**src/design/hbcdf_pkg.sv**
```systemverilog
// Purpose: Shared constants for the host bus command and DMA flow block.
// Assumes: One 200 MHz system clock, asynchronous active-high reset.
// Notes: Cycle counts derive from times given in nanoseconds.
`default_nettype none
package hbcdf_pkg;
  // ---------------------------------------------------------------
  // Timing.
  // ---------------------------------------------------------------
  // System clock period in nanoseconds.
  localparam int CLK_PERIOD_NS = 5;
  // Longest wait the ready pin may be held active, in nanoseconds.
  localparam int READY_TIMEOUT_NS = 2000;
  // Timeout as a count of cycles; a longest time rounds down.
  localparam int READY_TIMEOUT_CYC = READY_TIMEOUT_NS / CLK_PERIOD_NS;
  // ---------------------------------------------------------------
  // FIFO sizes.
  // ---------------------------------------------------------------
  // Input FIFO capacity in words.
  localparam int IN_FIFO_WORDS = 128;
  // Output FIFO capacity in words.
  localparam int OUT_FIFO_WORDS = 128;
  // Width of FIFO load and limit values.
  localparam int LOAD_W = 8;
  // Reset value of the word counters.
  localparam logic [LOAD_W-1:0] COUNT_RST = 8'h00;
  // Read access states.
  typedef enum logic [1:0] {RD_IDLE, RD_WAIT, RD_DONE} hbcdf_rd_t;
  // DMA channel states.
  typedef enum logic [0:0] {DMA_IDLE, DMA_BURST} hbcdf_dma_t;
endpackage
`default_nettype wire
```
**src/design/hbcdf_dma_channel.sv**
```systemverilog
// Purpose: One demand-mode DMA channel that sizes and counts a burst.
// Assumes: Load and limits come from logic on the same clock.
// Notes: A zero-sized burst is never started and the channel stays idle, so it never hangs.
`default_nettype none
module hbcdf_dma_channel #(
  parameter int LOAD_W = 8,
  parameter int FIFO_WORDS = 128,
  parameter bit IS_INPUT = 1'b1
) (
  input wire logic clk,
  input wire logic reset,
  input wire logic enable,
  input wire logic [LOAD_W-1:0] fifoLoad,
  input wire logic [LOAD_W-1:0] limit,
  input wire logic wordDone,
  output logic dmaRequest,
  output logic [LOAD_W-1:0] wordsLeft,
  output logic burstActive
);
  // ---------------------------------------------------------------
  // Start condition and burst size.
  // ---------------------------------------------------------------
  localparam logic [LOAD_W-1:0] FULL = LOAD_W'(FIFO_WORDS);
  hbcdf_pkg::hbcdf_dma_t state_q; // Channel state.
  logic [LOAD_W-1:0] count_q; // Words still to move in this burst.
  logic startHit; // Start condition seen this cycle.
  logic [LOAD_W-1:0] burstSize; // Size taken from the current load.

  // Input fills free space, output drains what is stored.
  always_comb begin
    if (IS_INPUT) begin
      startHit = fifoLoad <= limit;
      burstSize = FULL - fifoLoad;
    end else begin
      startHit = fifoLoad >= limit;
      burstSize = fifoLoad;
    end
  end

  // ---------------------------------------------------------------
  // Burst state and word counter.
  // ---------------------------------------------------------------
  // A size of zero is treated as an empty burst, not a stuck one.
  always_ff @(posedge clk or posedge reset) begin
    if (reset) begin
      state_q <= hbcdf_pkg::DMA_IDLE;
      count_q <= hbcdf_pkg::COUNT_RST;
    end else begin
      unique case (state_q)
        hbcdf_pkg::DMA_IDLE: begin
          if (enable && startHit && burstSize != '0) begin
            state_q <= hbcdf_pkg::DMA_BURST;
            count_q <= burstSize;
          end
        end
        hbcdf_pkg::DMA_BURST: begin
          if (!enable) begin
            state_q <= hbcdf_pkg::DMA_IDLE;
            count_q <= hbcdf_pkg::COUNT_RST;
          end else if (wordDone) begin
            count_q <= count_q - 1'b1;
            if (count_q == LOAD_W'(1)) begin
              state_q <= hbcdf_pkg::DMA_IDLE;
            end
          end
        end
      endcase
    end
  end

  assign burstActive = state_q == hbcdf_pkg::DMA_BURST;
  assign dmaRequest = burstActive;
  assign wordsLeft = count_q;

  // ---------------------------------------------------------------
  // Checks.
  // ---------------------------------------------------------------
  property p_no_hang;
    @(posedge clk) disable iff (reset)
      (!burstActive && enable && startHit && burstSize != '0)
      |=> burstActive && wordsLeft == $past(burstSize);
  endproperty
  a_no_hang: assert property (p_no_hang)
    else $error("DMA burst did not start on its condition.");

  property p_count;
    @(posedge clk) disable iff (reset)
      (burstActive && enable && wordDone && wordsLeft > LOAD_W'(1))
      |=> wordsLeft == $past(wordsLeft) - 1'b1;
  endproperty
  a_count: assert property (p_count)
    else $error("DMA word counter did not step.");

  property p_zero_idle;
    @(posedge clk) disable iff (reset)
      (!burstActive && burstSize == '0) |=> !burstActive;
  endproperty
  a_zero_idle: assert property (p_zero_idle)
    else $error("Zero-sized burst was started.");

  c_burst: cover property (@(posedge clk) disable iff (reset)
    burstActive ##1 !burstActive);
endmodule
`default_nettype wire

```
**src/design/hbcdf_host_bus_interface.sv**
```systemverilog
// Purpose: Host bus read ready, command flow control and demand DMA.
// Assumes: Host strobes arrive from pins; FIFO status is on this clock.
// Notes: Overflow is only flagged; command flow is not repaired.
`default_nettype none
module hbcdf_host_bus_interface #(
  parameter int LOAD_W = hbcdf_pkg::LOAD_W,
  parameter int READY_TIMEOUT = hbcdf_pkg::READY_TIMEOUT_CYC
) (
  input wire logic clk,
  input wire logic reset,
  input wire logic host_chip_select,
  input wire logic host_read_strobe_n,
  input wire logic [3:0] host_byte_write_strobes_n,
  input wire logic readDataReady,
  output logic host_bus_ready_n,
  output logic host_bus_ready_oe,
  output logic readTimedOut,
  input wire logic commandPipeBusy,
  output logic commandWrite,
  output logic command_write_allowed_flag,
  output logic command_overflow_error_flag,
  input wire logic overflowClear,
  input wire logic inDmaEnable,
  input wire logic [LOAD_W-1:0] inFifoLoad,
  input wire logic [LOAD_W-1:0] input_dma_low_limit,
  input wire logic inWordDone,
  output logic inDmaRequest,
  output logic [LOAD_W-1:0] inWordsLeft,
  input wire logic outDmaEnable,
  input wire logic [LOAD_W-1:0] outFifoLoad,
  input wire logic [LOAD_W-1:0] output_dma_upper_limit,
  input wire logic outWordDone,
  output logic outDmaRequest,
  output logic [LOAD_W-1:0] outWordsLeft
);
  // ---------------------------------------------------------------
  // Pin synchronisers.
  // ---------------------------------------------------------------
  // Three stages; a level counts once stages two and three agree.
  localparam int PINS = 6;
  logic [PINS-1:0] pinRaw; // Raw pin levels.
  logic [PINS-1:0] s1_q; // First stage, read only by the second.
  logic [PINS-1:0] s2_q; // Second stage.
  logic [PINS-1:0] s3_q; // Third stage.
  logic [PINS-1:0] pin_q; // Accepted pin levels.

  assign pinRaw = {host_chip_select, host_read_strobe_n,
                   host_byte_write_strobes_n};

  // Shift the pins through the three stages.
  always_ff @(posedge clk or posedge reset) begin
    if (reset) begin
      s1_q <= 6'h1F;
      s2_q <= 6'h1F;
      s3_q <= 6'h1F;
    end else begin
      s1_q <= pinRaw;
      s2_q <= s1_q;
      s3_q <= s2_q;
    end
  end

  // Take a new level only when the last two stages agree, which
  // filters single-cycle glitches from a noisy board.
  always_ff @(posedge clk or posedge reset) begin
    if (reset) begin
      pin_q <= 6'h1F;
    end else begin
      for (int i = 0; i < PINS; i++) begin
        if (s2_q[i] == s3_q[i]) begin
          pin_q[i] <= s3_q[i];
        end
      end
    end
  end

  logic csOn; // Chip selected.
  logic readOn; // Read strobe active.
  logic writeOn; // Any write strobe active.
  assign csOn = pin_q[5];
  assign readOn = csOn && !pin_q[4];
  assign writeOn = csOn && (pin_q[3:0] != 4'hF);

  // ---------------------------------------------------------------
  // Read ready with timeout.
  // ---------------------------------------------------------------
  localparam int TW = $clog2(READY_TIMEOUT + 1);
  hbcdf_pkg::hbcdf_rd_t rd_q; // Read access state.
  logic [TW-1:0] wait_q; // Cycles spent waiting.
  logic timedOut_q; // Last read ended by timeout.

  // Wait while data is not ready; give up after the timeout.
  always_ff @(posedge clk or posedge reset) begin
    if (reset) begin
      rd_q <= hbcdf_pkg::RD_IDLE;
      wait_q <= '0;
      timedOut_q <= 1'b0;
    end else begin
      unique case (rd_q)
        hbcdf_pkg::RD_IDLE: begin
          wait_q <= '0;
          if (readOn) begin
            rd_q <= hbcdf_pkg::RD_WAIT;
            timedOut_q <= 1'b0;
          end
        end
        hbcdf_pkg::RD_WAIT: begin
          if (!readOn || readDataReady) begin
            rd_q <= hbcdf_pkg::RD_DONE;
          end else if (wait_q == TW'(READY_TIMEOUT - 1)) begin
            rd_q <= hbcdf_pkg::RD_DONE;
            timedOut_q <= 1'b1;
          end else begin
            wait_q <= wait_q + 1'b1;
          end
        end
        hbcdf_pkg::RD_DONE: begin
          // Hold released until the host ends the strobe.
          if (!readOn) begin
            rd_q <= hbcdf_pkg::RD_IDLE;
          end
        end
        default: begin
          // An unused state code falls back to idle with ready released,
          // so an upset state bit can never hold the host bus.
          rd_q <= hbcdf_pkg::RD_IDLE;
        end
      endcase
    end
  end

  // Drive the pin low only while waiting, high otherwise while chip
  // selected, so the bus is never held by a stuck wait.
  assign host_bus_ready_n = rd_q != hbcdf_pkg::RD_WAIT;
  assign host_bus_ready_oe = csOn;
  assign readTimedOut = timedOut_q;

  // ---------------------------------------------------------------
  // Command flow control.
  // ---------------------------------------------------------------
  logic writeOn_q; // Previous write strobe level.
  logic writeStart; // Rising edge of a write access.
  logic ovf_q; // Sticky overflow flag.
  logic cmdWr_q; // Registered command write pulse.
  assign writeStart = writeOn && !writeOn_q;

  // A write is passed on even when not allowed, so the command path
  // keeps running; only the flag records the fault.
  always_ff @(posedge clk or posedge reset) begin
    if (reset) begin
      writeOn_q <= 1'b0;
      cmdWr_q <= 1'b0;
    end else begin
      writeOn_q <= writeOn;
      cmdWr_q <= writeStart;
    end
  end

  // Set wins over clear; only the software clear or reset clears it.
  always_ff @(posedge clk or posedge reset) begin
    if (reset) begin
      ovf_q <= 1'b0;
    end else if (writeStart && commandPipeBusy) begin
      ovf_q <= 1'b1;
    end else if (overflowClear) begin
      ovf_q <= 1'b0;
    end
  end

  assign commandWrite = cmdWr_q;
  assign command_write_allowed_flag = !commandPipeBusy;
  assign command_overflow_error_flag = ovf_q;

  // ---------------------------------------------------------------
  // Demand-mode DMA channels.
  // ---------------------------------------------------------------
  // The input FIFO size bounds the low limit setting.
  hbcdf_dma_channel #(
    .LOAD_W(LOAD_W),
    .FIFO_WORDS(hbcdf_pkg::IN_FIFO_WORDS),
    .IS_INPUT(1'b1)
  ) u_in (
    .clk(clk),
    .reset(reset),
    .enable(inDmaEnable),
    .fifoLoad(inFifoLoad),
    .limit(input_dma_low_limit),
    .wordDone(inWordDone),
    .dmaRequest(inDmaRequest),
    .wordsLeft(inWordsLeft),
    .burstActive()
  );

  hbcdf_dma_channel #(
    .LOAD_W(LOAD_W),
    .FIFO_WORDS(hbcdf_pkg::OUT_FIFO_WORDS),
    .IS_INPUT(1'b0)
  ) u_out (
    .clk(clk),
    .reset(reset),
    .enable(outDmaEnable),
    .fifoLoad(outFifoLoad),
    .limit(output_dma_upper_limit),
    .wordDone(outWordDone),
    .dmaRequest(outDmaRequest),
    .wordsLeft(outWordsLeft),
    .burstActive()
  );

  // ---------------------------------------------------------------
  // Checks.
  // ---------------------------------------------------------------
  property p_ready_wait;
    @(posedge clk) disable iff (reset)
      (rd_q == hbcdf_pkg::RD_IDLE && readOn) |=> !host_bus_ready_n;
  endproperty
  a_ready_wait: assert property (p_ready_wait)
    else $error("Ready not driven low at read start.");

  // The wait ends the cycle after the data is reported ready.
  property p_ready_release;
    @(posedge clk) disable iff (reset)
      (rd_q == hbcdf_pkg::RD_WAIT && readDataReady) |=> host_bus_ready_n;
  endproperty
  a_ready_release: assert property (p_ready_release)
    else $error("Ready not released when data was ready.");

  property p_timeout;
    @(posedge clk) disable iff (reset)
      (rd_q == hbcdf_pkg::RD_WAIT && readOn && !readDataReady &&
       wait_q == TW'(READY_TIMEOUT - 1))
      |=> host_bus_ready_n && readTimedOut;
  endproperty
  a_timeout: assert property (p_timeout)
    else $error("Ready not released at timeout.");

  property p_bound;
    @(posedge clk) disable iff (reset)
      rd_q == hbcdf_pkg::RD_WAIT |-> wait_q < TW'(READY_TIMEOUT);
  endproperty
  a_bound: assert property (p_bound)
    else $error("Ready wait ran past its timeout.");

  property p_ovf_set;
    @(posedge clk) disable iff (reset)
      (writeStart && commandPipeBusy) |=> command_overflow_error_flag;
  endproperty
  a_ovf_set: assert property (p_ovf_set)
    else $error("Overflow not recorded.");

  // A fault in the same cycle as a clear must not be lost, since
  // software would otherwise never learn of it.
  property p_ovf_win;
    @(posedge clk) disable iff (reset)
      (writeStart && commandPipeBusy && overflowClear)
      |=> command_overflow_error_flag;
  endproperty
  a_ovf_win: assert property (p_ovf_win)
    else $error("Overflow lost to a clear in the same cycle.");

  property p_ovf_sticky;
    @(posedge clk) disable iff (reset)
      (command_overflow_error_flag && !overflowClear)
      |=> command_overflow_error_flag;
  endproperty
  a_ovf_sticky: assert property (p_ovf_sticky)
    else $error("Overflow flag cleared by itself.");

  property p_cmd_pass;
    @(posedge clk) disable iff (reset)
      writeStart |=> commandWrite ##1 !commandWrite;
  endproperty
  a_cmd_pass: assert property (p_cmd_pass)
    else $error("Command write not passed on.");

  c_read: cover property (@(posedge clk) disable iff (reset)
    !host_bus_ready_n ##1 host_bus_ready_n);
  c_timeout: cover property (@(posedge clk) disable iff (reset)
    $rose(readTimedOut));
  c_overflow: cover property (@(posedge clk) disable iff (reset)
    $rose(command_overflow_error_flag));
endmodule
`default_nettype wire

```
**config.mk**
```make
export PLATFORM = sky130hd
export DESIGN_NAME = hbcdf_host_bus_interface
export DESIGN_NICKNAME = d
export VERILOG_FILES = /design/src/design/hbcdf_pkg.sv /design/src/design/hbcdf_dma_channel.sv /design/src/design/hbcdf_host_bus_interface.sv
export SDC_FILE = /design/constraint.sdc
export NUM_CORES = 1
export LEC_CHECK = 0
export BUFFER_PORTS_ARGS = -buffer_cell sky130_fd_sc_hd__buf_2
export CAP_MARGIN = 20
export CORE_MARGIN = 2
export CORE_UTILIZATION = 54
export DETAILED_ROUTE_END_ITERATION = 10
export MAX_ROUTING_LAYER = met4
export PLACE_DENSITY = 0.82
export REMOVE_ABC_BUFFERS = 1
export SLEW_MARGIN = 20
export SYNTH_ARGS = -nofsm -noshare
export SYNTH_HDL_FRONTEND = slang
export SYNTH_SLANG_ARGS = --single-unit
export TNS_END_PERCENT = 20
```
**constraint.sdc**
```tcl
create_clock -name clk -period 2.74 [get_ports clk]
set_input_delay 0.411 -clock clk [delete_from_list [all_inputs] [get_ports clk]]
set_output_delay 0.411 -clock clk [all_outputs]
set_load 0.02 [all_outputs]
```
# Word level (Yosys, flattened, before mapping)
# Index checks and enable logic that the tools add are counted.
# Widths: inputs -> output; s select.
# word_totals
regBits	57
in_bits	47
out_inout_bits	24
word_cells	105
# classes
n_addsub	4
n_lt_le_gt_ge	2
n_eq_ne	23
muxes	32
bitwise	2
n_reduce_logical	23
# ops
cell	count
$mux 8	6
$pmux 8 s2	2
$mux 9	2
$pmux 9 s2	1
$eq 8x1->1 const B	2
$reduce_bool 8->1	2
$sub 8x1->8 const B	2
$mux 1	13
$ne 2x2->1 const B	5
$add 9x1->9 const B	1
$eq 9x9->1 const B	1
$ne 3x3->1 const B	3
$ge 8x8->1	1
$le 8x8->1	1
$logic_and 1x1->1	8
$mux 2	4
$sub 8x8->8 const A	1
$eq 1x1->1	6
$ne 2x1->1 const B	3
$pmux 1 s2	3
$pmux 2 s3	1
$reduce_and 3->1	2
$logic_not 1->1	4
$ne 4x4->1 const B	1
other kinds (8)	11

# Logic depth before layout (Yosys ltp)
# depth
depth_word	6
mapped_depth	9
mapped_depth_nobuf	8

# By module
# A second synthesis with hierarchy kept.
# unflattened
cells_unflattened	340
hier_area_um2	3358.2
# modules_own_cells
mod	instances	cells_each	area_per_inst_um2	seq_area_each_um2
hbcdf_host_bus_interface	1	115	1490.2	1001.0
hbcdf_dma_channel (u_in)	1	131	1026.0	225.2
hbcdf_dma_channel (u_out)	1	94	842.1	225.2

# Least setup slack after synthesis
# Ideal clock, no wire load.
# synth_path
path_type	input to register
start	in input_dma_low_limit[2]
end	reg u_in.count_q[2] (netlist: u_in.wordsLeft[2])
setup_ns	0.122
arrival_time_ns	2.230
t_required_ns	2.618
setup_slack_ns	0.388
stages	8
path_buffers	0
path_cell_list	inv_1 -> ha_1 -> a21o_1 -> a221o_1 -> a21o_1 -> and2_0 -> or4_1 -> a32o_1
# synth_between
elab_chain_len	5
# synth_rtl
item	line_no	text
start: declaration	hbcdf_host_bus_interface.sv:25	input wire logic [LOAD_W-1:0] input_dma_low_limit,
$le 8x8->1	hbcdf_dma_channel.sv:32	startHit = fifoLoad <= limit;
$logic_and 1x1->1 (2 in a row)	hbcdf_dma_channel.sv:51	if (enable && startHit && burstSize != '0) begin
$ne 2x1->1 (no line)	n/a	
$reduce_and 2->1 (no line)	n/a	
end signal: assignment	hbcdf_dma_channel.sv:53	count_q <= burstSize;
end signal: assignment	hbcdf_dma_channel.sv:59	count_q <= hbcdf_pkg::COUNT_RST;
end signal: assignment	hbcdf_dma_channel.sv:61	count_q <= count_q - 1'b1;
end: declaration	hbcdf_dma_channel.sv:25	logic [LOAD_W-1:0] count_q;
# Every way passes these cells.
# A chain may end at the register's enable or synchronous reset.

# Worst setup path after layout
# layout_path
start	in inFifoLoad[2]
end	reg u_in.count_q[4] (netlist: u_in.wordsLeft[4])
# layout_between
elab_chain_len	5
elab_cells_between_ends	9
cone_classes	add/sub (1); order compare (1); eq/ne (1); mux (2); reduce/logical (4)
# layout_rtl
item	line_no	text
start: declaration	hbcdf_host_bus_interface.sv:24	input wire logic [LOAD_W-1:0] inFifoLoad,
$sub 8x8->8 / $le 8x8->1 (equally long branches)	hbcdf_dma_channel.sv:33, hbcdf_dma_channel.sv:32	
$reduce_bool 8->1 / $logic_and 1x1->1 (equally long branches)	hbcdf_dma_channel.sv:51	
$logic_and 1x1->1	hbcdf_dma_channel.sv:51	
$ne 2x1->1 (no line)	n/a	
$reduce_and 2->1 (no line)	n/a	
# Parallel ways exist; a longest one is shown, timed or not. The select of a mux whose other input is x is not followed.

==> results <==
- The flow ran to the end, and the final reports show no timing, DRC or antenna violations.
- The remaining number of nets flagged by the antenna check after routing is 0.
- Measured along the x axis, the die boundary spans around 80 um.
- In this run, CTS created clock tree buffers numbering 9.
- The sum of net half-perimeters after detailed placement is 4730 um.
- The sum of negative setup slack is 0 ns.
- 0 antenna diodes ended up in the layout.
- The most numerous cell on the critical path is sky130_fd_sc_hd__a21o_1.
- The max capacitance violation total is 0.
- Together, buffers and inverters on the worst path number 1.
- The power after layout is approximately 0.0029 W.
- The smallest clock period supported by the final layout is computed as 2.28 ns.
- Among all flip-flop cells after synthesis, the most frequent one is sky130_fd_sc_hd__dfrtp_1.
- The maximum number of pins on one net before global-route repair is 30.
- The worst path setup slack after routing is 0.456 ns.
- The final count of pins violating max slew is 0.
- The number of nets in the finished design is 468.
- The launching element type of the critical path is a primary input.
- The combinational family with the most area after synthesis is compound AO/OA/AOI/OAI gates.
- The register bit total from synthesis is 57.
- The worst setup path is captured at a flop.
- For this design the top-level I/O count stands at 71.
- Setup repair after global routing left no endpoint under its margin.
- The via count of the first global-routing pass is 2507.
- The biggest area contributor in the post-synthesis netlist is sky130_fd_sc_hd__dfrtp_1.
- The share of total power consumed by net switching is 0.362.
- VDD sags by at most 0.000349 V.
- The fraction of the mapped netlist area in compound gates is 0.181.
- Row generation in the floorplan step produced 27 rows.
- The setup slack after placement is 0.138 ns.
- The post-synthesis instance area is 3110 um^2.
- Buffers added to address setup during post-CTS repair amount to 0.
- The number of remaining DRC errors is 0.
- Detailed routing inserted a total of 2665 vias.
- The H-tree depth reported by CTS is 3.
- For this run the aggregate overflow at the end of global routing stands at 0.
- The number of buffers added on ports is 70.
- The clock-pin slew on the worst setup and hold paths is around 0.070 ns.
- The critical path required time is 2.96 ns.
- The via count normalized by instance count is approximately 5.6.
- The aggregate routed wire length is approximately 6300 um.
- The synthesis warning total is 0.
- On the critical path, the stage with the largest delay is an instance of sky130_fd_sc_hd__a2111oi_2.
- The starting utilization of the core area is 0.561.
- Ranked by total cell area, the synthesized netlist is headed by sky130_fd_sc_hd__dfrtp_1 30%, sky130_fd_sc_hd__dfstp_2 17%, sky130_fd_sc_hd__ha_1 8.9%, sky130_fd_sc_hd__o21ai_0 5.0%, sky130_fd_sc_hd__inv_1 3.9%.
- The count of mapped cells out of synthesis is between 300 and 400.
- Compared with the post-synthesis result, the final layout area differs by 21.7%.
- The share of total power in the clock network is 0.294.
- The clock latency reported for the late side of the worst-skew pair is 0.33 ns.
- After detailed placement, the total cell area comes to about 3600 um^2.
- The distinct cell type count after synthesis is 53.
- The wire length of the first global-routing pass is 11000 um.
- The worst hold path belongs to the class in -> async.
- The max-slew headroom at the worst pin is 0.594.
- The proportion of synthesized flip-flops having asynchronous set or reset is 1.00.
- The congestion estimate from routability-driven global placement came to 0.899.
- The average size of a mapped cell is 9.71 um^2.
- For this run, the total global-route usage over all layers was measured as 0.223.
- The overall die area is ~6400 um^2.
- The number of endpoints failing setup at the final stage is 0.
- The power per standard cell area is 758 nW/um^2.
- Of the total synthesized cell area, the portion taken by AND, OR, NAND and NOR gates is 0.168.
- The number of sinks driven by the clock tree is 57.
- The tree is rooted in a sky130_fd_sc_hd__clkbuf_8.
- The switching power of the nets is 0.00104 W.
- The tightest hold margin is 0.147 ns.
- The setup slack on the worst flop-to-flop path is just over 0.7 ns.
- The wire length per cell is 13.2 um.
- The top cell type's share of synthesized area is 0.298.
- The post-cts hold buffer count is 0.
- The critical path in this run is classified as in -> reg.
- Of the total power, combinational logic draws 0.295.
- The layout cell share with drive strength beyond 1 is 0.287.
- The height of the die is 79.9 um.
- The data arrival time at the worst-slack endpoint is 2.51 ns.
- By count the netlist is led by 37 x sky130_fd_sc_hd__dfrtp_1, 32 x sky130_fd_sc_hd__inv_1, 31 x sky130_fd_sc_hd__o21ai_0.
- The count of flip-flops with a built-in enable after synthesis is 0.
- The category of cells accounting for the largest share of critical-path delay is compound AO/OA/AOI/OAI gates.
- In this run, the number of DRC markers left after iteration 0 of detailed routing was 117.
- Derived from the worst setup path, the maximum achievable clock frequency is roughly 0.44 GHz.
- The floorplan core area is 5540 um^2.
- Among all cell types in the netlist, the one instantiated most often is sky130_fd_sc_hd__dfrtp_1.
- The maximum clock insertion buffer count is 2.
- Of the total synthesized cell area, the portion taken by XOR and XNOR cells is 0.0282.
- The final period utilization is 0.834.
- The signal on the critical path passes through buf_2, ha_1, a21o_1, a221o_1, a21o_1, a2111oi_2, a21oi_1, a32o_1.
- The power share of the sequential group is 0.411.
- The hold violation count in the final report came to 0.
- The number of resized instances in the post-cts repair step is 0.
- The worst setup skew after layout is ~0.005 ns.
- The initial antenna violation count is 0.
- The transition time at the pin with the least slew margin is 0.609 ns.
- The adder-cell share of the synthesized area is 0.108.
- The CTS tree is yes.
- The analysis attributes to cell leakage a power of 1.82 nW.
- The portion of synthesized area spent on multiplexers is 0.00362.
- For this run, the detailed router's first-pass iteration total came to 5.
- Once layout is done, the placed cells without fillers occupy 3780 um^2.
- The internal power of the cells totals 0.00183 W.
- The sequential share of the synthesized area is 0.467.
- The worst stage delay on the critical path is 0.44 ns.
- In this run the worst path has a maximum fanout of 6.
## area by class of cell
type,count,area (um^2)
Clock buffer,11,163
Clock inverter,5,60.1
Fill cell,439,1760
Inverter,32,120
Multi-Input combinational cell,227,1520
Sequential cell,57,1450
Tap cell,72,90.1
Timing Repair Buffer,72,378
## per-layer routing
metal	up-vias	GRT usage	wire [um]
met4	0	0.107	87
met5	-	-	0
met2	103	0.345	3070
li1	1317	-	-
met1	1234	0.288	2790
met3	11	0.0351	343
## power by group through the flow
| stage | Sequential, W | Combinational (W) | Clock [W] |
|---|---|---|---|
| 5_1_grt | 0.00120 | 0.000950 | 0.000898 |
| 6_report | 0.00118 | 0.000847 | 0.000843 |
| 4_1_cts | 0.00117 | 0.000846 | 0.000858 |
| 3_5_place_dp | 0.00119 | 0.000844 | 0 |
| 3_3_place_gp | 0.00119 | 0.000829 | 0 |
| 2_1_floorplan | 0.00128 | 0.000438 | 0 |
## state kept, by name, summed over array words and instances (netlist names), 2 cells and up
register	flops
s2_q	6
s3_q	6
pin_q	6
rd_q	2
s1_q	6
u_out.wordsLeft	8
wait_q	9
u_in.wordsLeft	8
## worst reg2reg max path, delay by kind of cell (launching register included)
family | cells | cell delay, ns
xor+xnor | 1 | 0.16
fa+ha+maj | 1 | 0.24
flops | 1 | 0.41
simple gates | 5 | 1.08
## metrics by stage
stage | instances | utilization
after floorplan | 316 | -
after global placement | 460 | 0.643
after detailed placement | 460 | 0.643
after CTS | 476 | 0.683
after global routing | 476 | 0.683
final | 476 | 0.683
## kinds of logic (layout without fill, tap and decap cells)
family                     count (synthesis)  count (layout)
xor gates and xnor gates                  10              10
AOI/OAI and AO/OA                         87              87
buffers and inverters                     36             120
DFF                                       57              57
muxes                                      1               1
adders and majority gates                 28              28
and+or+nand+nor                          101             101
## placed cells by master (no fill, tap or decap), types with 2 or more instances in the layout
cell type	count
sky130_fd_sc_hd__buf_2	70
sky130_fd_sc_hd__dfrtp_1	37
sky130_fd_sc_hd__o21ai_0	31
sky130_fd_sc_hd__inv_1	31
sky130_fd_sc_hd__nand2_1	27
sky130_fd_sc_hd__nor2_1	25
sky130_fd_sc_hd__ha_1	22
sky130_fd_sc_hd__a21oi_1	20
sky130_fd_sc_hd__dfstp_2	20
sky130_fd_sc_hd__clkbuf_8	10
sky130_fd_sc_hd__nor3_1	6
sky130_fd_sc_hd__maj3_1	6
sky130_fd_sc_hd__nor4_1	5
sky130_fd_sc_hd__a32oi_1	5
sky130_fd_sc_hd__and3_1	5
sky130_fd_sc_hd__xnor2_1	5
sky130_fd_sc_hd__xor2_1	5
sky130_fd_sc_hd__a32o_1	5
sky130_fd_sc_hd__nor2b_1	4
sky130_fd_sc_hd__a21o_1	4
sky130_fd_sc_hd__nand3_1	4
sky130_fd_sc_hd__nand2b_1	3
sky130_fd_sc_hd__or3_1	3
sky130_fd_sc_hd__o22ai_1	3
sky130_fd_sc_hd__or4_1	3
sky130_fd_sc_hd__nand4_1	3
sky130_fd_sc_hd__or2_2	2
sky130_fd_sc_hd__nand4b_1	2
sky130_fd_sc_hd__nor3b_1	2
sky130_fd_sc_hd__a31oi_1	2
sky130_fd_sc_hd__o31ai_1	2
## path summary, 6_finish.rpt
path,from,endpoint,depth (start not counted)
setup / recovery,inFifoLoad[2],u_in.wordsLeft[4]$_DFFE_PP0P_,8
hold / removal,reset,rd_q[0]$_DFFE_PP0P_,2
setup reg to reg,wait_q[0]$_DFFE_PP0P_,wait_q[8]$_DFFE_PP0P_,7
hold reg to reg,s1_q[2]$_DFF_PP1_,s2_q[2]$_DFF_PP1_,0
max in group asynchronous,reset,s1_q[3]$_DFF_PP1_,3
min in group clk,host_byte_write_strobes_n[0],s1_q[0]$_DFF_PP1_,1
No activity file was read; power rests on OpenSTA's default activity.
